### config.mk
export PLATFORM = sky130hd
export DESIGN_NAME = drive_off_command_logic
export DESIGN_NICKNAME = d
export VERILOG_FILES = /design/src/hdl/drive_off_pkg.sv /design/src/hdl/drive_off_command_logic.sv /design/src/hdl/source_sync.sv /design/src/hdl/source_pick.sv
export SDC_FILE = /design/constraint.sdc
export NUM_CORES = 1
export LEC_CHECK = 0
export BUFFER_PORTS_ARGS = -buffer_cell sky130_fd_sc_hd__buf_2
export CELL_PAD_IN_SITES_DETAIL_PLACEMENT = 0
export CELL_PAD_IN_SITES_GLOBAL_PLACEMENT = 1
export CORE_ASPECT_RATIO = 0.6
export CORE_UTILIZATION = 52
export DETAILED_ROUTE_END_ITERATION = 8
export GPL_ROUTABILITY_DRIVEN = 0
export PLACE_DENSITY_LB_ADDON = 0.1
export SLEW_MARGIN = 20
export SYNTH_ARGS = -nofsm -noshare
export SYNTH_HDL_FRONTEND = slang
export SYNTH_HIERARCHICAL = 1
export SYNTH_SLANG_ARGS = --single-unit
### constraint.sdc
create_clock -name clk -period 20.1 [get_ports clk]
set_clock_uncertainty 0.05 [all_clocks]
set_input_delay 2.01 -clock clk [delete_from_list [all_inputs] [get_ports clk]]
set_output_delay 2.01 -clock clk [all_outputs]
set_load 0.02 [all_outputs]
### src/hdl/drive_off_pkg.sv
// package: register map, field layout and types of the drive off-command logic
package drive_off_pkg;

  // register indices on the plain register port (word addresses)
  localparam logic [7:0] ADDR_SWITCH_ON_SRC = 8'h00;
  localparam logic [7:0] ADDR_COAST_SRC_ONE = 8'h01;
  localparam logic [7:0] ADDR_COAST_SRC_TWO = 8'h02;
  localparam logic [7:0] ADDR_QUICK_SRC_ONE = 8'h03;
  localparam logic [7:0] ADDR_QUICK_SRC_TWO = 8'h04;
  localparam logic [7:0] ADDR_JOG_SRC = 8'h05;
  localparam logic [7:0] ADDR_CONFIG = 8'h06;
  localparam logic [7:0] ADDR_SET_SELECT_SRC = 8'h07;
  localparam logic [7:0] ADDR_CMD_SET_STATUS = 8'h08;
  localparam logic [7:0] ADDR_DRIVE_SET_STATUS = 8'h09;
  localparam logic [7:0] ADDR_MASTER_STATUS = 8'h0a;
  localparam logic [7:0] ADDR_DRIVE_STATE = 8'h0b;

  // number of command data sets and binary source lines
  localparam int NUM_SETS = 2;
  localparam int SRC_W = 5;
  localparam int NUM_SRC = 32;

  // source selector reset values (index into binary source vector)
  localparam logic [31:0] RST_SWITCH_ON_SRC = 32'h0000_0000;
  localparam logic [31:0] RST_COAST_SRC = 32'h0000_0001;
  localparam logic [31:0] RST_QUICK_SRC = 32'h0000_0001;
  localparam logic [31:0] RST_JOG_SRC = 32'h0000_0000;
  localparam logic [31:0] RST_SET_SELECT_SRC = 32'h0000_0000;
  localparam logic [31:0] RST_CONFIG = 32'h0000_0000;

  // binary source 0 is constant low, source 1 constant high
  localparam logic [4:0] SRC_CONST_LOW = 5'h00;
  localparam logic [4:0] SRC_CONST_HIGH = 5'h01;

  // config register fields
  localparam int CFG_MODE_LSB = 0;
  localparam int CFG_MODE_W = 8;
  localparam int CFG_TORQUE_BIT = 8;
  localparam int CFG_ONE_DRIVE_SET_BIT = 9;
  localparam int CFG_DS_SEL_LSB = 16;
  localparam logic [7:0] MODE_SPEED_CLOSED = 8'd20;

  // source selection fields: jog register holds two selectors, set-select holds two
  localparam int SEL_HI_LSB = 8;

  // drive state register layout
  localparam int ST_STATE_LSB = 0;
  localparam int ST_CW_LSB = 8;
  localparam int ST_PULSE_BIT = 12;
  localparam int ST_OWNER_LSB = 13;

  // drive sequencing states, one-hot
  typedef enum logic [4:0] {
    ST_INHIBIT = 5'b00001,
    ST_READY = 5'b00010,
    ST_RUN = 5'b00100,
    ST_RAMP = 5'b01000,
    ST_QUICK = 5'b10000
  } drive_state_t;

  // which source powered the drive up
  typedef enum logic [1:0] {
    OWNER_NONE = 2'd0,
    OWNER_MAIN = 2'd1,
    OWNER_JOG1 = 2'd2,
    OWNER_JOG2 = 2'd3
  } owner_t;

  // low bits of control word 1
  typedef struct packed {
    logic quick_release;
    logic coast_release;
    logic switch_on;
  } ctrl_word_t;

  // drive-side feedback
  typedef struct packed {
    logic ramp_done;
    logic standstill;
  } drive_fb_t;

  // register port request
  typedef struct packed {
    logic [7:0] addr;
    logic [31:0] wdata;
    logic wr;
    logic rd;
  } reg_req_t;

endpackage

### src/hdl/drive_off_command_logic.sv
// drive_off_command_logic: forms switch-on, coast-stop and quick-stop commands
//
// Summary of operation
// switch-on command follows its selected source, as control word bit 0.
// drive switches on only on a rising edge of the switch-on source.
// in speed mode 20, low switch-on ramps down, suppresses pulses, inhibits.
// after switch-on source reselection, a fresh rising edge is needed.
// with switch-on low, either jog input may still switch the drive on.
// a low switch-on source acknowledges pending switch-on inhibit.
// only the source that powered up may power down.
// coast-stop release is AND of two sources, as control word bit 1.
// either coast-stop source low suppresses pulses at once and inhibits.
// coast-stop released only when both sources are high.
// quick-stop release is AND of two sources, as control word bit 2.
// either quick-stop source low brakes on quick ramp, then inhibits.
// quick-stop released only when both sources are high.
// torque mode: low first quick-stop source waits for standstill, no braking.
// PC master control ignores switch-on, coast one and quick one sources.
// PC master control still honours the second coast-stop source.
// status shows command set selection bits 0 and 1 from binary inputs.
// status bit 0 shows drive set selected by binary input.
// with only one drive set, drive set status reads zero.
// switch-on, coast, quick-stop and jog source selectors are held per command data set.
// sources evaluated every cycle; coast-stop outranks quick-stop and ramp-stop.
// master-control status reads 0 for interconnection, 1 for PC.
//
// Implementation choices: the address-and-strobe port and the register addresses.
`timescale 1ns/1ps
module drive_off_command_logic (
  // clock and reset
  input wire logic clk,
  input wire logic rst,
  // register port
  input wire drive_off_pkg::reg_req_t req,
  output logic [31:0] rdata,
  // binary sources from pins, PC master control and drive feedback
  input wire logic [drive_off_pkg::NUM_SRC-1:0] pin_sources,
  input wire logic pc_master,
  input wire drive_off_pkg::ctrl_word_t pc_word,
  input wire drive_off_pkg::drive_fb_t fb,
  // command outputs
  output drive_off_pkg::ctrl_word_t ctrl_word,
  output logic pulse_enable,
  output logic ramp_brake,
  output logic quick_brake,
  output logic master_active
);
  import drive_off_pkg::*;

  // per-set selectors
  logic [31:0] switch_src_q [NUM_SETS];
  logic [31:0] coast1_src_q [NUM_SETS];
  logic [31:0] coast2_src_q [NUM_SETS];
  logic [31:0] quick1_src_q [NUM_SETS];
  logic [31:0] quick2_src_q [NUM_SETS];
  logic [31:0] jog_src_q [NUM_SETS];
  logic [31:0] config_q;
  logic [31:0] set_sel_src_q;
  logic [NUM_SRC-1:0] sync_src;
  logic [NUM_SRC-1:0] src;
  logic [1:0] cmd_set_sel;
  logic act_set;
  logic drive_set_sel;
  logic sw_raw, c1_raw, c2_raw, q1_raw, q2_raw, j1_raw, j2_raw, cs0_raw, cs1_raw, ds_raw;
  logic switch_on, coast_ok, quick_ok, quick1_low;
  logic switch_prev_q, jog1_prev_q, jog2_prev_q;
  logic rearm_q;
  logic master_q;
  drive_state_t state_q, state_d;
  owner_t owner_q, owner_d;
  logic torque_mode, speed_mode, one_set;
  logic main_rise, jog1_rise, jog2_rise, off_cmd;

  // pins pass the settling synchroniser; two constant lines lead the vector
  source_sync #(.W(NUM_SRC)) u_sync (
    .clk(clk),
    .rst(rst),
    .raw(pin_sources),
    .level(sync_src)
  );
  assign src = {sync_src[NUM_SRC-1:2], 1'b1, 1'b0};

  // set selection comes from binary inputs: low byte bit0, high byte bit1
  source_pick u_cs0 (.sources(src), .sel(set_sel_src_q[SRC_W-1:0]), .bit_out(cs0_raw));
  source_pick u_cs1 (.sources(src), .sel(set_sel_src_q[SEL_HI_LSB +: SRC_W]), .bit_out(cs1_raw));
  assign cmd_set_sel = {cs1_raw, cs0_raw};
  // only two sets are held, so bit 0 picks the active one
  assign act_set = cmd_set_sel[0];

  // drive set select source sits in the upper config field
  source_pick u_ds (.sources(src), .sel(config_q[CFG_DS_SEL_LSB +: SRC_W]), .bit_out(ds_raw));
  // the single-set flag forces the status to zero whatever the pin shows
  assign one_set = config_q[CFG_ONE_DRIVE_SET_BIT];
  assign drive_set_sel = one_set ? 1'b0 : ds_raw;

  // selector lookups on the active command set
  source_pick u_sw (.sources(src), .sel(switch_src_q[act_set][SRC_W-1:0]), .bit_out(sw_raw));
  source_pick u_c1 (.sources(src), .sel(coast1_src_q[act_set][SRC_W-1:0]), .bit_out(c1_raw));
  source_pick u_c2 (.sources(src), .sel(coast2_src_q[act_set][SRC_W-1:0]), .bit_out(c2_raw));
  source_pick u_q1 (.sources(src), .sel(quick1_src_q[act_set][SRC_W-1:0]), .bit_out(q1_raw));
  source_pick u_q2 (.sources(src), .sel(quick2_src_q[act_set][SRC_W-1:0]), .bit_out(q2_raw));
  source_pick u_j1 (.sources(src), .sel(jog_src_q[act_set][SRC_W-1:0]), .bit_out(j1_raw));
  source_pick u_j2 (
    .sources(src),
    .sel(jog_src_q[act_set][SEL_HI_LSB +: SRC_W]),
    .bit_out(j2_raw)
  );

  // pc master control replaces the first sources with its own word
  always_comb begin
    switch_on = master_q ? pc_word.switch_on : sw_raw;
    coast_ok = (master_q ? pc_word.coast_release : c1_raw) & c2_raw;
    quick_ok = (master_q ? pc_word.quick_release : q1_raw) & q2_raw;
    quick1_low = ~(master_q ? pc_word.quick_release : q1_raw);
  end

  assign torque_mode = config_q[CFG_TORQUE_BIT];
  assign speed_mode = config_q[CFG_MODE_LSB +: CFG_MODE_W] == MODE_SPEED_CLOSED;
  assign main_rise = switch_on & ~switch_prev_q & ~rearm_q;
  assign jog1_rise = j1_raw & ~jog1_prev_q & ~switch_on;
  assign jog2_rise = j2_raw & ~jog2_prev_q & ~switch_on;

  // power-down only from the owning source
  always_comb begin
    unique case (owner_q)
      OWNER_MAIN: off_cmd = ~switch_on;
      OWNER_JOG1: off_cmd = ~j1_raw;
      OWNER_JOG2: off_cmd = ~j2_raw;
      default: off_cmd = 1'b0;
    endcase
  end

  // edge history, refreshed every cycle; reset high so no false rise follows reset
  always_ff @(posedge clk or posedge rst) begin
    if (rst) begin
      switch_prev_q <= 1'b1;
      jog1_prev_q <= 1'b1;
      jog2_prev_q <= 1'b1;
    end else begin
      switch_prev_q <= switch_on;
      jog1_prev_q <= j1_raw;
      jog2_prev_q <= j2_raw;
    end
  end

  // master control flag; the pc side runs on this clock, so one flop suffices
  always_ff @(posedge clk or posedge rst) begin
    if (rst) begin
      master_q <= 1'b0;
    end else begin
      master_q <= pc_master;
    end
  end

  // sequencing; coast-stop checked first so it outranks the others
  always_comb begin
    state_d = state_q;
    owner_d = owner_q;
    if (!coast_ok && state_q != ST_INHIBIT) begin
      state_d = ST_INHIBIT;
      owner_d = OWNER_NONE;
    end else begin
      unique case (state_q)
        ST_INHIBIT: begin
          // a low switch-on level clears the inhibit
          if (!switch_on && coast_ok && quick_ok) begin
            state_d = ST_READY;
          end
        end
        ST_READY: begin
          if (!quick_ok) begin
            state_d = ST_INHIBIT;
          end else if (main_rise) begin
            state_d = ST_RUN;
            owner_d = OWNER_MAIN;
          end else if (jog1_rise) begin
            state_d = ST_RUN;
            owner_d = OWNER_JOG1;
          end else if (jog2_rise) begin
            state_d = ST_RUN;
            owner_d = OWNER_JOG2;
          end
        end
        ST_RUN: begin
          if (!quick_ok) begin
            state_d = ST_QUICK;
          end else if (off_cmd && speed_mode) begin
            state_d = ST_RAMP;
          end else if (off_cmd) begin
            // other modes have no ramp of their own here and drop straight out
            state_d = ST_INHIBIT;
            owner_d = OWNER_NONE;
          end
        end
        ST_RAMP: begin
          if (!quick_ok) begin
            state_d = ST_QUICK;
          end else if (fb.ramp_done) begin
            state_d = ST_INHIBIT;
            owner_d = OWNER_NONE;
          end
        end
        ST_QUICK: begin
          // torque mode with the first source low waits for standstill, every other case for the quick ramp
          if (torque_mode && quick1_low ? fb.standstill : fb.ramp_done) begin
            state_d = ST_INHIBIT;
            owner_d = OWNER_NONE;
          end
        end
      endcase
    end
  end

  // sequencing state
  always_ff @(posedge clk or posedge rst) begin
    if (rst) begin
      state_q <= ST_INHIBIT;
    end else begin
      state_q <= state_d;
    end
  end

  // owning source, kept apart so a power-down can be traced to its source
  always_ff @(posedge clk or posedge rst) begin
    if (rst) begin
      owner_q <= OWNER_NONE;
    end else begin
      owner_q <= owner_d;
    end
  end

  // reselecting the switch-on source blocks switch-on until it goes low again
  always_ff @(posedge clk or posedge rst) begin
    if (rst) begin
      rearm_q <= 1'b0;
    end else if (req.wr && req.addr == ADDR_SWITCH_ON_SRC) begin
      rearm_q <= 1'b1;
    end else if (!switch_on) begin
      rearm_q <= 1'b0;
    end
  end

  // per-set selector registers; writes go to the active set
  genvar g;
  generate
    for (g = 0; g < NUM_SETS; g++) begin : g_set
      always_ff @(posedge clk or posedge rst) begin
        if (rst) begin
          switch_src_q[g] <= RST_SWITCH_ON_SRC;
          coast1_src_q[g] <= RST_COAST_SRC;
          coast2_src_q[g] <= RST_COAST_SRC;
          quick1_src_q[g] <= RST_QUICK_SRC;
          quick2_src_q[g] <= RST_QUICK_SRC;
          jog_src_q[g] <= RST_JOG_SRC;
        end else if (req.wr && act_set == 1'(g)) begin
          unique case (req.addr)
            ADDR_SWITCH_ON_SRC: switch_src_q[g] <= req.wdata;
            ADDR_COAST_SRC_ONE: coast1_src_q[g] <= req.wdata;
            ADDR_COAST_SRC_TWO: coast2_src_q[g] <= req.wdata;
            ADDR_QUICK_SRC_ONE: quick1_src_q[g] <= req.wdata;
            ADDR_QUICK_SRC_TWO: quick2_src_q[g] <= req.wdata;
            ADDR_JOG_SRC: jog_src_q[g] <= req.wdata;
            default: ;
          endcase
        end
      end
    end
  endgenerate

  // shared configuration register, common to both command sets
  always_ff @(posedge clk or posedge rst) begin
    if (rst) begin
      config_q <= RST_CONFIG;
    end else if (req.wr && req.addr == ADDR_CONFIG) begin
      config_q <= req.wdata;
    end
  end

  // set selection sources; a change here moves every per-set selector lookup at once
  always_ff @(posedge clk or posedge rst) begin
    if (rst) begin
      set_sel_src_q <= RST_SET_SELECT_SRC;
    end else if (req.wr && req.addr == ADDR_SET_SELECT_SRC) begin
      set_sel_src_q <= req.wdata;
    end
  end

  // read data in the cycle after the strobe, zero otherwise and when unmapped
  always_ff @(posedge clk or posedge rst) begin
    if (rst) begin
      rdata <= 32'h0000_0000;
    end else if (req.rd) begin
      unique case (req.addr)
        ADDR_SWITCH_ON_SRC: rdata <= switch_src_q[act_set];
        ADDR_COAST_SRC_ONE: rdata <= coast1_src_q[act_set];
        ADDR_COAST_SRC_TWO: rdata <= coast2_src_q[act_set];
        ADDR_QUICK_SRC_ONE: rdata <= quick1_src_q[act_set];
        ADDR_QUICK_SRC_TWO: rdata <= quick2_src_q[act_set];
        ADDR_JOG_SRC: rdata <= jog_src_q[act_set];
        ADDR_CONFIG: rdata <= config_q;
        ADDR_SET_SELECT_SRC: rdata <= set_sel_src_q;
        ADDR_CMD_SET_STATUS: rdata <= {30'h0, cmd_set_sel};
        ADDR_DRIVE_SET_STATUS: rdata <= {31'h0, drive_set_sel};
        ADDR_MASTER_STATUS: rdata <= {31'h0, master_q};
        ADDR_DRIVE_STATE: begin
          rdata <= {17'h0, owner_q, pulse_enable, 1'b0, ctrl_word, 3'h0, state_q};
        end
        default: rdata <= 32'h0000_0000;
      endcase
    end else begin
      rdata <= 32'h0000_0000;
    end
  end

  // effective control word, one cycle behind the sources
  always_ff @(posedge clk or posedge rst) begin
    if (rst) begin
      ctrl_word <= '0;
    end else begin
      ctrl_word <= '{quick_release: quick_ok, coast_release: coast_ok, switch_on: switch_on};
    end
  end

  // pulse and brake outputs follow the next state so they change together with it
  always_ff @(posedge clk or posedge rst) begin
    if (rst) begin
      pulse_enable <= 1'b0;
      ramp_brake <= 1'b0;
      quick_brake <= 1'b0;
    end else begin
      pulse_enable <= state_d inside {ST_RUN, ST_RAMP, ST_QUICK};
      ramp_brake <= state_d == ST_RAMP;
      // torque mode with low first source brakes nothing of its own
      quick_brake <= state_d == ST_QUICK && !(torque_mode && quick1_low);
    end
  end

  // master status output
  always_ff @(posedge clk or posedge rst) begin
    if (rst) begin
      master_active <= 1'b0;
    end else begin
      master_active <= master_q;
    end
  end
endmodule

### src/hdl/source_sync.sv
// source_sync: three-stage synchroniser with agreement check for pin inputs
`timescale 1ns/1ps
module source_sync #(
  parameter int W = 32
) (
  // clock and reset
  input wire logic clk,
  input wire logic rst,
  // raw and settled levels
  input wire logic [W-1:0] raw,
  output logic [W-1:0] level
);
  logic [W-1:0] s1_q;
  logic [W-1:0] s2_q;
  logic [W-1:0] s3_q;

  // stage one is read only by stage two
  always_ff @(posedge clk or posedge rst) begin
    if (rst) begin
      s1_q <= '0;
      s2_q <= '0;
      s3_q <= '0;
    end else begin
      s1_q <= raw;
      s2_q <= s1_q;
      s3_q <= s2_q;
    end
  end

  // a level change counts only once stages two and three agree
  genvar i;
  generate
    for (i = 0; i < W; i++) begin : g_bit
      always_ff @(posedge clk or posedge rst) begin
        if (rst) begin
          level[i] <= 1'b0;
        end else if (s2_q[i] == s3_q[i]) begin
          level[i] <= s3_q[i];
        end
      end
    end
  endgenerate
endmodule

### src/hdl/source_pick.sv
// source_pick: selects one binary source from the source vector
`timescale 1ns/1ps
module source_pick (
  // source vector and selector
  input wire logic [drive_off_pkg::NUM_SRC-1:0] sources,
  input wire logic [drive_off_pkg::SRC_W-1:0] sel,
  // chosen level
  output logic bit_out
);
  import drive_off_pkg::*;
  assign bit_out = sources[sel];
endmodule

* After elaboration in Yosys (flattened, before gate mapping)
Index checks and enable logic that the tools add are counted.
** Cells by class
- Muxes and demuxes :: 73
- Order comparisons :: 11
- Reduce and logical (&&, ||, !) cells :: 30
- Bitwise operators :: 18
- Eq/ne operators :: 63
** Operator list (number)
- 32-bit two-way mux :: 19
- 32-bit one-hot mux with 12 select lines :: 1
- 5-bit by 6-bit < comparator with 1-bit output (second input constant) :: 10
- 5-bit two-way mux :: 12
- 1-bit binary-select mux with 5-bit select :: 10
- 8-bit by 3-bit == test with 1-bit output (second input constant) :: 4
- 8-bit by 4-bit == test with 1-bit output (second input constant) :: 4
- 1-bit == test :: 30
- 5-bit one-hot mux with 5 select lines :: 1
- 2-bit AND reduction :: 12
- 2-bit two-way mux :: 11
- 3-bit inequality test (second input constant) :: 7
- 1-bit two-way mux :: 17
- 8-bit by 2-bit == test with 1-bit output (second input constant) :: 2
- 1-bit logical AND :: 11
- 5-bit by 3-bit == test with 1-bit output (second input constant) :: 2
- 5-bit by 4-bit == test with 1-bit output (second input constant) :: 2
- 5-bit == test (second input constant) :: 2
- 1-bit inverter :: 9
- 9-bit AND reduction :: 1
- 1-bit bitwise AND :: 8
- 8-bit by 1-bit == test with 1-bit output (second input constant) :: 1
- 8-bit by 5-bit == test with 1-bit output (second input constant) :: 1
- 8-bit zero test :: 1
- other kinds (14) :: 17
** Storage, ports and cells
- Logic and storage cells :: 257
- Output and inout bits :: 39
- Register bits after elaboration :: 625
- Input port bits :: 82

* Logic depth before layout (Yosys ltp)
Gate-level depths: netlist (run 1).
- Depth in word-level cells :: 19
- Mapped depth :: 24
- Mapped depth without buffers :: 18

* Modules after synthesis
The synthesis (run 1) kept the hierarchy.
** By module, submodules not included
- drive_off_command_logic :: seq. area each 12502.0 µm², instances 1, area an instance 22664.2 µm², cells each 1637
- source_sync :: seq. area each 3203.1 µm², instances 1, area an instance 3567.2 µm², cells each 161
- source_pick :: seq. area each 0.0 µm², instances 10, area an instance 325.3 µm², cells each 41

* Least setup slack after synthesis (run 1)
Ideal clock, no wire load.
- Path type :: reg-to-reg
- Start :: register set_sel_src_q[1]
- End :: register ramp_brake
- Path buffers :: 5
- Path slack :: 15.172 ns
- Stages on the path, launching flop included :: 24
- Library setup time :: 0.101 ns
- Data arrival time :: 4.777 ns
- Data required time :: 19.949 ns
- Clock period less this slack :: 4.928 ns
- Path through :: dfrtp_1 -> buf_6 -> buf_12 -> mux2i_1 -> a22oi_1 -> nand3_1 -> nand2_1 -> a311o_1 -> buf_2 -> buf_2 -> buf_1 -> mux2_2 -> and2b_1 -> a22oi_1 -> nand4b_1 -> a21oi_1 -> a311o_1 -> mux2_2 -> nand2_1 -> inv_1 -> and3_1 -> a311oi_2 -> or3b_2 -> nor4_1
** Between the ends
- Elaborated cells between the ends (all ways) :: 72
- Those cells by class :: eq/ne (1); mux (51); bitwise (13); reduce/logical (7)
** RTL lines
- start: declaration :: line drive_off_command_logic.sv:58 : logic [31:0] set_sel_src_q;
- start signal: assignment :: line drive_off_command_logic.sv:284 : set_sel_src_q <= req.wdata;
- 1-bit binary-select mux with 5-bit select * :: line source_pick.sv:11 : assign bit_out = sources[sel];
- 1-bit two-way mux (not written as such) * :: line source_pick.sv:11
- via act_set :: line drive_off_command_logic.sv:62 : logic act_set;
- 1-bit inverter with 2-bit output (not written as such) * :: line drive_off_command_logic.sv:100 : source_pick u_q1 (.sources(src), .sel(quick1_src_q[act_set][SRC_W-1:0]), .bit_out(q1_raw));
- 32-bit two-way mux * (3 in a row)
- 1-bit binary-select mux with 5-bit select * :: line source_pick.sv:11
- 1-bit two-way mux (not written as such) * :: line source_pick.sv:11
- via q1_raw :: line drive_off_command_logic.sv:64 : logic sw_raw, c1_raw, c2_raw, q1_raw, q2_raw, j1_raw, j2_raw, cs0_raw, cs1_raw, ds_raw;
- 1-bit two-way mux * :: line drive_off_command_logic.sv:113 : quick_ok = (master_q ? pc_word.quick_release : q1_raw) & q2_raw;
- 1-bit bitwise AND * :: line drive_off_command_logic.sv:113
- via quick_ok :: line drive_off_command_logic.sv:65 : logic switch_on, coast_ok, quick_ok, quick1_low;
- 1-bit logical AND :: line drive_off_command_logic.sv:166 : if (!switch_on && coast_ok && quick_ok) begin
- 5-bit two-way mux :: line drive_off_command_logic.sv:166
- 5-bit one-hot mux with 5 select lines * :: line drive_off_command_logic.sv:163 : unique case (state_q)
- 5-bit two-way mux * :: line drive_off_command_logic.sv:159 : if (!coast_ok && state_q != ST_INHIBIT) begin
- 5-bit by 4-bit == test with 1-bit output * :: line drive_off_command_logic.sv:332 : ramp_brake <= state_d == ST_RAMP;
- end signal: assignment :: line drive_off_command_logic.sv:328 : ramp_brake <= 1'b0;
- end signal: assignment :: line drive_off_command_logic.sv:332
- end: declaration :: line drive_off_command_logic.sv:44 : output logic ramp_brake,
Mark *: on every way through the listed nets, which the timed path passes. The rest lies on a longest branch. The select of a mux whose other input is x is not followed.
A chain may end at the register's enable or synchronous reset.

* Worst setup path in the final report (run 1)
- Start :: register set_sel_src_q[1]
- End :: register pulse_enable
** Between the ends
- Elaborated cells between the ends (all ways) :: 75
- Those cells by class :: eq/ne (3); mux (51); bitwise (13); reduce/logical (8)
** RTL lines
- 1-bit binary-select mux with 5-bit select * :: line source_pick.sv:11
- 1-bit two-way mux (not written as such) * :: line source_pick.sv:11
- via act_set :: line drive_off_command_logic.sv:62
- 1-bit inverter with 2-bit output (not written as such) * :: line drive_off_command_logic.sv:100
- 32-bit two-way mux * (3 in a row)
- 1-bit binary-select mux with 5-bit select * :: line source_pick.sv:11
- 1-bit two-way mux (not written as such) * :: line source_pick.sv:11
- via q1_raw :: line drive_off_command_logic.sv:64
- 1-bit two-way mux * :: line drive_off_command_logic.sv:113, drive_off_command_logic.sv:114
- 1-bit inverter :: line drive_off_command_logic.sv:114 : quick1_low = ~(master_q ? pc_word.quick_release : q1_raw);
- 1-bit logical AND :: line drive_off_command_logic.sv:205 : if (torque_mode && quick1_low ? fb.standstill : fb.ramp_done) begin
- 1-bit two-way mux :: line drive_off_command_logic.sv:205
- 5-bit two-way mux :: line drive_off_command_logic.sv:205
- 5-bit one-hot mux with 5 select lines * :: line drive_off_command_logic.sv:163
- 5-bit two-way mux * :: line drive_off_command_logic.sv:159
- 5-bit by 3-bit == test with 1-bit output (tied with other cells) :: line drive_off_command_logic.sv:331 : pulse_enable <= state_d inside {ST_RUN, ST_RAMP, ST_QUICK};
- 3-bit nonzero test * :: line drive_off_command_logic.sv:331
- end signal: assignment :: line drive_off_command_logic.sv:331
- end: declaration :: line drive_off_command_logic.sv:43 : output logic pulse_enable,
Marked as above.

==> metrics.md, run 1 <==
| Metric | Value |
|---|---|
| Worst Path Max Fanout | 57 |
| Critical R2R Capture | pulse_enable$_DFF_PP0_ |
| Max Used Layer | met4 |
| Mean post-synth cell area | 13.3 µm² |
| Wirelength per Cell | 27.1 µm |
| Port Buffers | 118 |
| DP HPWL | 53.8 mm |
| Core Box Area | 0.0548 mm² |
| Maximum VDD drop | 0.0697 mV |
| Fmax | 117 MHz |
| HP Class | flop to flop |
| Clk sinks | 619 |
| PD cells | 82.1 mW/mm² |
| Die height | 186 µm |
| Slew @ Worst Pin | 1.10 ns |
| Pre-antenna DRT Iters | 8 |
| WL met3 | 8.36 mm |
| Crit path capture type | flop |
| Max-slew violations | 0 |
| RR Startpoint | set_sel_src_q[1]$_DFFE_PP0P_ |
| Via Count | 19,200 |
| WP data arrival | 8.98 ns |
| Nets | 2,371 |
| Hold path start | u_sync/s1_q[25]$_DFF_PP0_ |
| # rows | 66 |
| Synthesis-to-finish area growth | 10.1% |
| Post-CTS setup repair buffer count | 0 |
| Max-cap violations | 0 |
| Crit share post-route | 0.423 |
| TritonCTS clock tree | yes |
| Hold-fix buffers at CTS | 0 |
| RSZ-0062 raised after global routing | false |
| Ys Warns | 6 |
| Clk Latency, worst-skew pair | 0.65 ns |
| Antenna violations before repair | 1 |
| Residual DRC | 0 |
| Layout cells sized above 1 | 0.371 |
| Post-DR vias/cell | 6.23 |
| DRT iter0 DRCs | 2,069 |
| Setup Crit Path Kind | flop to flop |
| ANT nets after route | 0 |
| Largest net degree at the start of global routing | 133 |
| Mapped Cells | 2,198 |
| Static Leak | 14.9 nW |
| Slew headroom | 0.263 |
| Mapped Area | 0.0293 mm² |
| Filler cells | 4,450 |
| Worst Slack Setup Final | 11.59 ns |
| Clk root buf | clkbuf_16 |
| Status | completed |
| Register area | 0.0155 mm² |
| TNS Setup | 0 ns |
| H-Tree Depth | 2 |
| Multi-input gate area | 0.0130 mm² |
| Final Hold Fails | 0 |
| CP required | 20.56 ns |
| Post-Place Worst Slack | 11.89 ns |
| Die area | 0.0573 mm² |
| Post-layout util | 0.587 |
| Io pins | 121 |
| Vias in the first global route | 19,400 |
| Initial core utilization | 0.534 |
| Overall Global Routing Usage | 0.300 |
| Met1 wire length | 38.3 mm |
| Worst Reg-to-Reg Cells | 20 |
| Die Wd | 308 µm |
| Worst Hold Path EP | u_sync/s2_q[25]$_DFF_PP0_ |
| Final setup viols | 0 |
| First-pass GRT wire length | 125 mm |
| CTS buffer count | 56 |
| Startpoint types | flop |
| GRT overflow | 0 |
| Clk buf depth | 3 |
| Clock slew at reported path FFs | 0.07 ns |
| Hold depth | 0 |
| Post-layout min period | 8.51 ns |
| Routed wl met2 | 34.9 mm |
| Total Wirelength | 83.6 mm |
| N_diodes | 0 |
| Post-CTS Resized | 0 |
| R2R setup slack | 11.59 ns |
-- metal layers --
| metal | GRT usage | up-vias |
|---|---|---|
| met1 | 0.437 | 10000 |
| met4 | 0.0860 | 0 |
| li1 | - | 8287 |
| met2 | 0.420 | 748 |
| met5 | 0 | - |
| met3 | 0.103 | 163 |
-- report_power, final --
group | internal (mW) | switching [mW] | leakage (nW)
combinational | 0.103 | 0.162 | 5.77
sequential | 1.29 | 0.0475 | 8.27
clock | 0.563 | 0.479 | 0.869
-- stage by stage --
| stage | area (µm²) | total power [mW] | hold WS, ns | instances |
|---|---|---|---|---|
| finish | 32200 | 2.64 | 0.293 | 3083 |
| CTS | 32200 | 2.66 | 0.296 | 3083 |
| global placement | 30400 | 1.61 | 0.282 | 2979 |
| detailed placement | 30400 | 1.62 | 0.286 | 2979 |
| floorplan | 29300 | 1.53 | 0.281 | 2216 |
| global route | 32200 | 2.74 | 0.298 | 3083 |
-- cell type report --
| class | count | share of cell area |
|---|---|---|
| flip-flops and latches | 619 | 0.481 |
| well taps | 748 | 0.0291 |
| multi-input cells | 1431 | 0.403 |
| clock buffers | 88 | 0.0510 |
| inverters | 12 | 0.00171 |
| repair buffers | 169 | 0.0305 |
| clock inverters | 16 | 0.00361 |
-- worst max path at each step --
| stage | startpoint | to | slack (ns) | depth (start not counted) |
|---|---|---|---|---|
| floorplan | rst | coast1_src_q[10]$_DFFE_PP0P_ | 4.13 | 1 |
| global placement | set_sel_src_q[1]$_DFFE_PP0P_ | pulse_enable$_DFF_PP0_ | 11.49 | 20 |
| detailed placement | set_sel_src_q[1]$_DFFE_PP0P_ | pulse_enable$_DFF_PP0_ | 11.89 | 20 |
| CTS | set_sel_src_q[1]$_DFFE_PP0P_ | pulse_enable$_DFF_PP0_ | 11.85 | 20 |
| global route | set_sel_src_q[1]$_DFFE_PP0P_ | pulse_enable$_DFF_PP0_ | 11.25 | 20 |
| finish | set_sel_src_q[1]$_DFFE_PP0P_ | pulse_enable$_DFF_PP0_ | 11.59 | 20 |
-- critical path: stages (launching register included) --
cell      delay (ns)
dfrtp_2         0.77
mux2i_1         0.37
a22oi_1         0.36
nand4b_1        0.15
a21oi_1         0.14
a311o_2         0.47
buf_4           0.86
buf_4           0.70
buf_4           0.71
mux2_2          0.46
and2b_1         0.22
a22oi_1         0.21
nand4b_1        0.12
a21oi_1         0.15
a311o_1         0.35
nor4bb_1        0.52
o211ai_1        0.28
a32o_1          0.32
a21oi_1         0.46
nand3_1         0.12
a311oi_1        0.34
-- sequential cells by signal (all words and copies together) (netlist names), 3 cells and up --
name / flops
coast2_src_q: 64
coast1_src_q: 64
set_sel_src_q: 32
state_q: 5
quick2_src_q: 64
u_sync/level: 30
rdata: 32
u_sync/s1_q: 30
quick1_src_q: 64
u_sync/s2_q: 30
ctrl_word: 3
jog_src_q: 64
switch_src_q: 64
config_q: 32
u_sync/s3_q: 30
-- cell usage in the layout, fill, tap and decap left out, drive strengths merged, types with 13 or more instances in the layout --
master  count
a211oi     15
a21oi      74
a22oi      60
buf       169
clkbuf     88
clkinv     13
conb       20
dfrtp     607
inv        14
maj3       30
mux2      507
mux2i     233
mux4       41
nand2     132
nand2b     14
nand3      41
nor2       45
nor2b      16
o21ai      33
(Power assumes the default switching activity.)
==> run 2: changes to the inputs <==
CORE_UTILIZATION = 47   (was 52)
clock period = 6.95 ns   (was 20.1 ns; I/O delays follow)
==> run 2 against run 1 <==
First-iteration DRC count decreased by 8.0%. Combinational power grew to 3.1 times the previous value. Critical path type unchanged. Sequential power grew to 2.9 times the previous value. Highest routed layer is now met5. Non-clock buffer count up 23. Final area is 1.6% higher. Count of clock-buffer cells in the layout increased by 1. Critical path depth down 3. Worst setup slack lost 11 ns. Largest power group unchanged. Critical endpoint unchanged. Hold slack lost 0.19 ns. Clock power increased to 3.2 times the previous value.
==> metrics.md, run 2 (synthesis gave the netlist of run 1 again) <==
| Metric | Value |
|---|---|
| Status | completed |
| Post-layout min period | 6.46 ns |
| Clock slew at reported path FFs | 0.07 ns |
| WP data arrival | 6.93 ns |
| WP depth | 17 |
| Wirelength per Cell | 27.3 µm |
| Startpoint types | flop |
| Core Box Area | 0.0612 mm² |
| Clk buf depth | 3 |
| CTS buffer count | 58 |
| Initial core utilization | 0.478 |
| Largest net degree at the start of global routing | 169 |
| Clk root buf | clkbuf_16 |
| Area after DPL | 0.0308 mm² |
| Post-layout util | 0.535 |
| Crit-path max cell delay | 1.07 ns |
| Residual DRC | 0 |
| Final setup viols | 0 |
| Via Count | 19,400 |
| TNS Setup | 0 ns |
| CP Buf/Inv Count | 0 |
| Post-CTS Resized | 0 |
| Vias in the first global route | 19,700 |
| Most frequent CP cell | a21oi_1 |
| Final Hold Fails | 0 |
| Worst Reg-to-Reg Cells | 17 |
| Layout cells sized above 1 | 0.379 |
| Die area | 0.0633 mm² |
| Clk sinks | 619 |
| Die Wd | 324 µm |
| Antenna violations before repair | 5 |
| GRT overflow | 0 |
| PD cells | 244 mW/mm² |
| DRT iter0 DRCs | 1,903 |
| Crit-path cells | mux2i_1, nand2_1, nand4b_1, a21oi_1, a311o_2, mux2_2, mux2i_1, a22oi_1, nand4b_1, a21oi_1, a311o_1, nor4bb_1, o211ai_1, a32o_1, a21oi_1, nand3b_1, a311oi_1 |
| Clk Latency, worst-skew pair | 0.64 ns |
| Synthesis-to-finish area growth | 11.8% |
| H-Tree Depth | 2 |
| CP delay by family, top | compound AO/OA/AOI/OAI gates |
| Slowest CP cell | dfrtp_1 |
| Fmax | 155 MHz |
| TritonCTS clock tree | yes |
| Pre-antenna DRT Iters | 5 |
| WHS | 0.104 ns |
| Non-Filler Instances | 3,188 |
| Max-cap violations | 0 |
| Static Leak | 15.1 nW |
| Highest-count cells in the layout ignoring fill and taps | 607 x dfrtp_1, 497 x mux2_2, 233 x mux2i_1 |
| DP HPWL | 56.1 mm |
| Max-slew violations | 0 |
| RSZ-0062 raised after global routing | false |
| First-pass GRT wire length | 130 mm |
| Most common cell after layout, fill and taps aside | dfrtp_1 |
| Placed cells | 3,082 |
| Hold-fix buffers at CTS | 0 |
| CP required | 7.42 ns |
| Crit share post-route | 0.930 |
| Io pins | 121 |
| Maximum VDD drop | 0.220 mV |
| Nets | 2,396 |
| Overall Global Routing Usage | 0.281 |
| # rows | 70 |
| Overall power | 7.98 mW |
| Post-CTS setup repair buffer count | 0 |
| Post-Place Worst Slack | 0.690 ns |
| Slew headroom | 0.262 |
| Post-DR vias/cell | 6.08 |
| Worst Path Max Fanout | 19 |
| Crit path capture type | flop |
| Port Buffers | 118 |
| HP Class | input pin to async pin |
| Worst Slack Setup Final | 0.488 ns |
| Slew @ Worst Pin | 1.11 ns |
| Design area | 0.0327 mm² |
| Total Wirelength | 87.2 mm |
| Die height | 195 µm |
| Setup Crit Path Kind | flop to flop |
| ANT nets after route | 0 |
## run 2: layout make-up
type,instances,area (µm²)
Fill cell,5111,28500
Timing Repair Buffer,192,1190
Clock inverter,16,220
Inverter,12,51.3
Antenna cell,1,2.50
Clock buffer,89,1750
Tap cell,828,1040
Multi-Input combinational cell,1431,13000
Sequential cell,619,15500
## run 2: metal layers
layer / wire length (µm) / vias up / part of all wire / global-route usage
met5: 24 / - / 0.00028 / 0
met4: 1260 / 4 / 0.014 / 0.0594
met3: 6160 / 102 / 0.071 / 0.0533
met2: 36400 / 699 / 0.42 / 0.389
met1: 43400 / 10300 / 0.50 / 0.450
li1: - / 8328 / - / -
## run 2: worst paths after layout
check,from,end,slack (ns)
worst min-delay path,rst,u_sync/s1_q[11]$_DFF_PP0_,0.10
worst max register to register,set_sel_src_q[1]$_DFFE_PP0P_,pulse_enable$_DFF_PP0_,0.49
max in group asynchronous,rst,coast2_src_q[13]$_DFFE_PP0P_,4.83
worst max-delay path,set_sel_src_q[1]$_DFFE_PP0P_,pulse_enable$_DFF_PP0_,0.49
min in group clk,pin_sources[23],u_sync/s1_q[23]$_DFF_PP0_,0.11
worst min register to register,u_sync/s1_q[17]$_DFF_PP0_,u_sync/s2_q[17]$_DFF_PP0_,0.29
## run 2: power by group
part	switching (mW)	internal [mW]
Clock	1.41	1.91
Combinational	0.511	0.311
Sequential	0.101	3.73
## run 2: worst register-to-register path, delay by kind of cell (launching register included)
family	cells	cell delay (ns)
AND/OR/NAND/NOR	5	0.95
AO/OA/AOI/OAI	9	2.83
flip-flops	1	1.07
multiplexers	3	1.43
==> run 3: changes to the inputs <==
CORE_MARGIN = 4   (was default)
RECOVER_POWER = 25   (was default)
==> run 3 against run 2 <==
The flow now finishes with violations (capacitance limit, slew limit). Final area down 0.80%. Clock power down 4%. Count of clock-buffer cells in the layout down 7. Routed wire length about the same. Fmax up 3.5%. Final cell count down 0.22%. Worst setup slack better by 0.22 ns. Non-clock buffer count down 5. Via count down 0.41%. Die area up 5.0%. Critical path type unchanged. Critical endpoint is now ramp_brake$_DFF_PP0_.
==> metrics.md, run 3 (synthesis gave the netlist of run 1 again) <==
| Metric | Value |
|---|---|
| Status | complete, but fails checks |
| Failing checks | capacitance limit, slew limit |
| Port Buffers | 118 |
| Fmax | 160 MHz |
| Clk root buf | clkbuf_16 |
| WHS | 0.117 ns |
| Highest-count cells in the layout ignoring fill and taps | 606 x dfrtp_1, 497 x mux2_2, 233 x mux2i_1 |
| ANT nets after route | 0 |
| Via Count | 19,300 |
| WP depth | 19 |
| First-pass GRT wire length | 130 mm |
| TritonCTS clock tree | yes |
| PD cells | 241 mW/mm² |
| Final Hold Fails | 0 |
| RR Startpoint | u_sync/level[27]$_DFFE_PP0N_ |
| Overall power | 7.82 mW |
| Worst Path Max Fanout | 30 |
| Max-slew violations | 264 |
| Final setup viols | 0 |
| Most common cell after layout, fill and taps aside | dfrtp_1 |
| M1 GR Usage | 0.400 |
| Static Leak | 15.0 nW |
| Core Box Area | 0.0612 mm² |
| Clk sinks | 619 |
| CP required | 7.43 ns |
| Critical Path Start | u_sync/level[27]$_DFFE_PP0N_ |
| Setup crit end | ramp_brake$_DFF_PP0_ |
| Wirelength per Cell | 27.4 µm |
| Slowest CP cell | clkbuf_1 |
| DP HPWL | 56.7 mm |
| Clock slew at reported path FFs | 0.07 ns |
| Hold path start | pin_sources[27] |
| Clk buf depth | 3 |
| Max-cap violations | 5 |
| Post-DR vias/cell | 6.07 |
| DRT iter0 DRCs | 1,681 |
| WP data arrival | 6.72 ns |
| GRT overflow | 0 |
| Post-layout min period | 6.24 ns |
| Slew headroom | -1.83 |
| Crit path capture type | flop |
| CP Buf/Inv Count | 2 |
| Clk Latency, worst-skew pair | 0.63 ns |
| Most frequent CP cell | nand2_1 |
| Critical R2R Capture | ramp_brake$_DFF_PP0_ |
| Vias in the first global route | 19,700 |
| Largest net degree at the start of global routing | 153 |
| Overall Global Routing Usage | 0.263 |
| R2R setup slack | 0.71 ns |
| Crit-path max cell delay | 0.77 ns |
| Residual DRC | 0 |
| Crit share post-route | 0.898 |
| Hold-fix buffers at CTS | 0 |
| Crit-path cells | clkbuf_1, mux2i_1, a22oi_1, nand3_1, nand2_1, a311o_2, buf_4, mux2_2, nor2_1, nand2_1, nand4b_1, a21oi_1, a311o_1, nor2b_1, o21ai_0, a211oi_1, a311oi_2, or3b_2, nor4_1 |
| Met3 Usage GRT | 0.0784 |
| CP delay by family, top | compound AO/OA/AOI/OAI gates |
| Worst Reg-to-Reg Cells | 19 |
| Setup Crit Path Kind | flop to flop |
| Maximum VDD drop | 0.191 mV |
| Die height | 201 µm |
| Slew @ Worst Pin | 4.25 ns |
| Die area | 0.0664 mm² |
| Die Wd | 330 µm |
| Pre-antenna DRT Iters | 9 |
| Io pins | 121 |
| Gr busiest metal | met1 |
| Synthesis-to-finish area growth | 10.9% |
| HP Class | input pin to flop |
| Startpoint types | flop |
| RSZ-0062 raised after global routing | false |
| Fraction of met2 tracks used by global routing | 0.368 |
| Antenna violations before repair | 4 |
| Filler cells | 5,233 |
| H-Tree Depth | 2 |
| Layout cells sized above 1 | 0.364 |
| Total Wirelength | 87.3 mm |
| Nets | 2,391 |
| Initial core utilization | 0.478 |
| CTS buffer count | 58 |
| # rows | 70 |
run 3: cell types whose count changed in the layout (fill, tap and decap cells not counted), sizes merged:
cell      change
buf          -31
clkinv        +7
inv           -1
clkinvlp      +2
bufinv        -3
clkbuf       +19
run 3: layout make-up:
type,count,area [µm²],area share
sequential,619,15500,0.478
inverter,12,47.5,0.00146
antenna,1,2.50,0.0000771
timing repair buffer,187,1030,0.0317
tap,828,1040,0.0319
clock inverter,21,189,0.00582
multi-input combinational,1431,13000,0.400
clock buffer,82,1680,0.0518
run 3: how the worst min path moves through the flow:
stage	endpoint	slack, ns	depth (start not counted)
4_1_cts	u_sync/s1_q[21]$_DFF_PP0_	0.08	1
5_1_grt	u_sync/s1_q[29]$_DFF_PP0_	0.08	1
3_3_place_gp	u_sync/s2_q[19]$_DFF_PP0_	0.28	0
2_1_floorplan	u_sync/s2_q[10]$_DFF_PP0_	0.28	0
6_report	u_sync/s1_q[27]$_DFF_PP0_	0.12	1
3_5_place_dp	u_sync/s2_q[22]$_DFF_PP0_	0.28	0
run 3: worst register-to-register path, delay by kind of cell (launching register included):
kind | cells | cell delay [ns]
simple gates | 8 | 1.51
compound gates | 7 | 2.43
flops | 1 | 0.32
buf+inv | 2 | 1.20
mux | 2 | 0.63
run 3: report_power, final:
group / internal [mW] / switching (mW)
sequential: 3.73 / 0.111
combinational: 0.295 / 0.502
clock: 1.76 / 1.42
total: 5.79 / 2.03
run 3: layer usage:
layer | wire (µm) | part of all wire | vias up
li1 | - | - | 8317
met1 | 41300 | 0.47 | 10100
met2 | 36500 | 0.42 | 740
met3 | 7700 | 0.088 | 138
met4 | 1680 | 0.019 | 4
met5 | 34 | 0.00039 | -
run 3: timing repair:
action                     4_1_cts  5_1_grt
resized for setup                0        1
setup endpoints to repair        0        2
setup buffers                    0        0
run 3: per-stage QoR:
| step | std cells | setup WS [ns] | util | area [µm²] | TNS, ns |
|---|---|---|---|---|---|
| after floorplan | 2216 | -0.556 | - | 29300 | -270.62 |
| after global placement | 3077 | 0.613 | 0.501 | 30700 | 0 |
| after global routing | 3181 | 0.235 | 0.530 | 32500 | 0 |
| final | 3181 | 0.706 | 0.530 | 32500 | 0 |
| after CTS | 3180 | 0.576 | 0.532 | 32600 | 0 |
| after detailed placement | 3077 | 0.638 | 0.502 | 30700 | 0 |
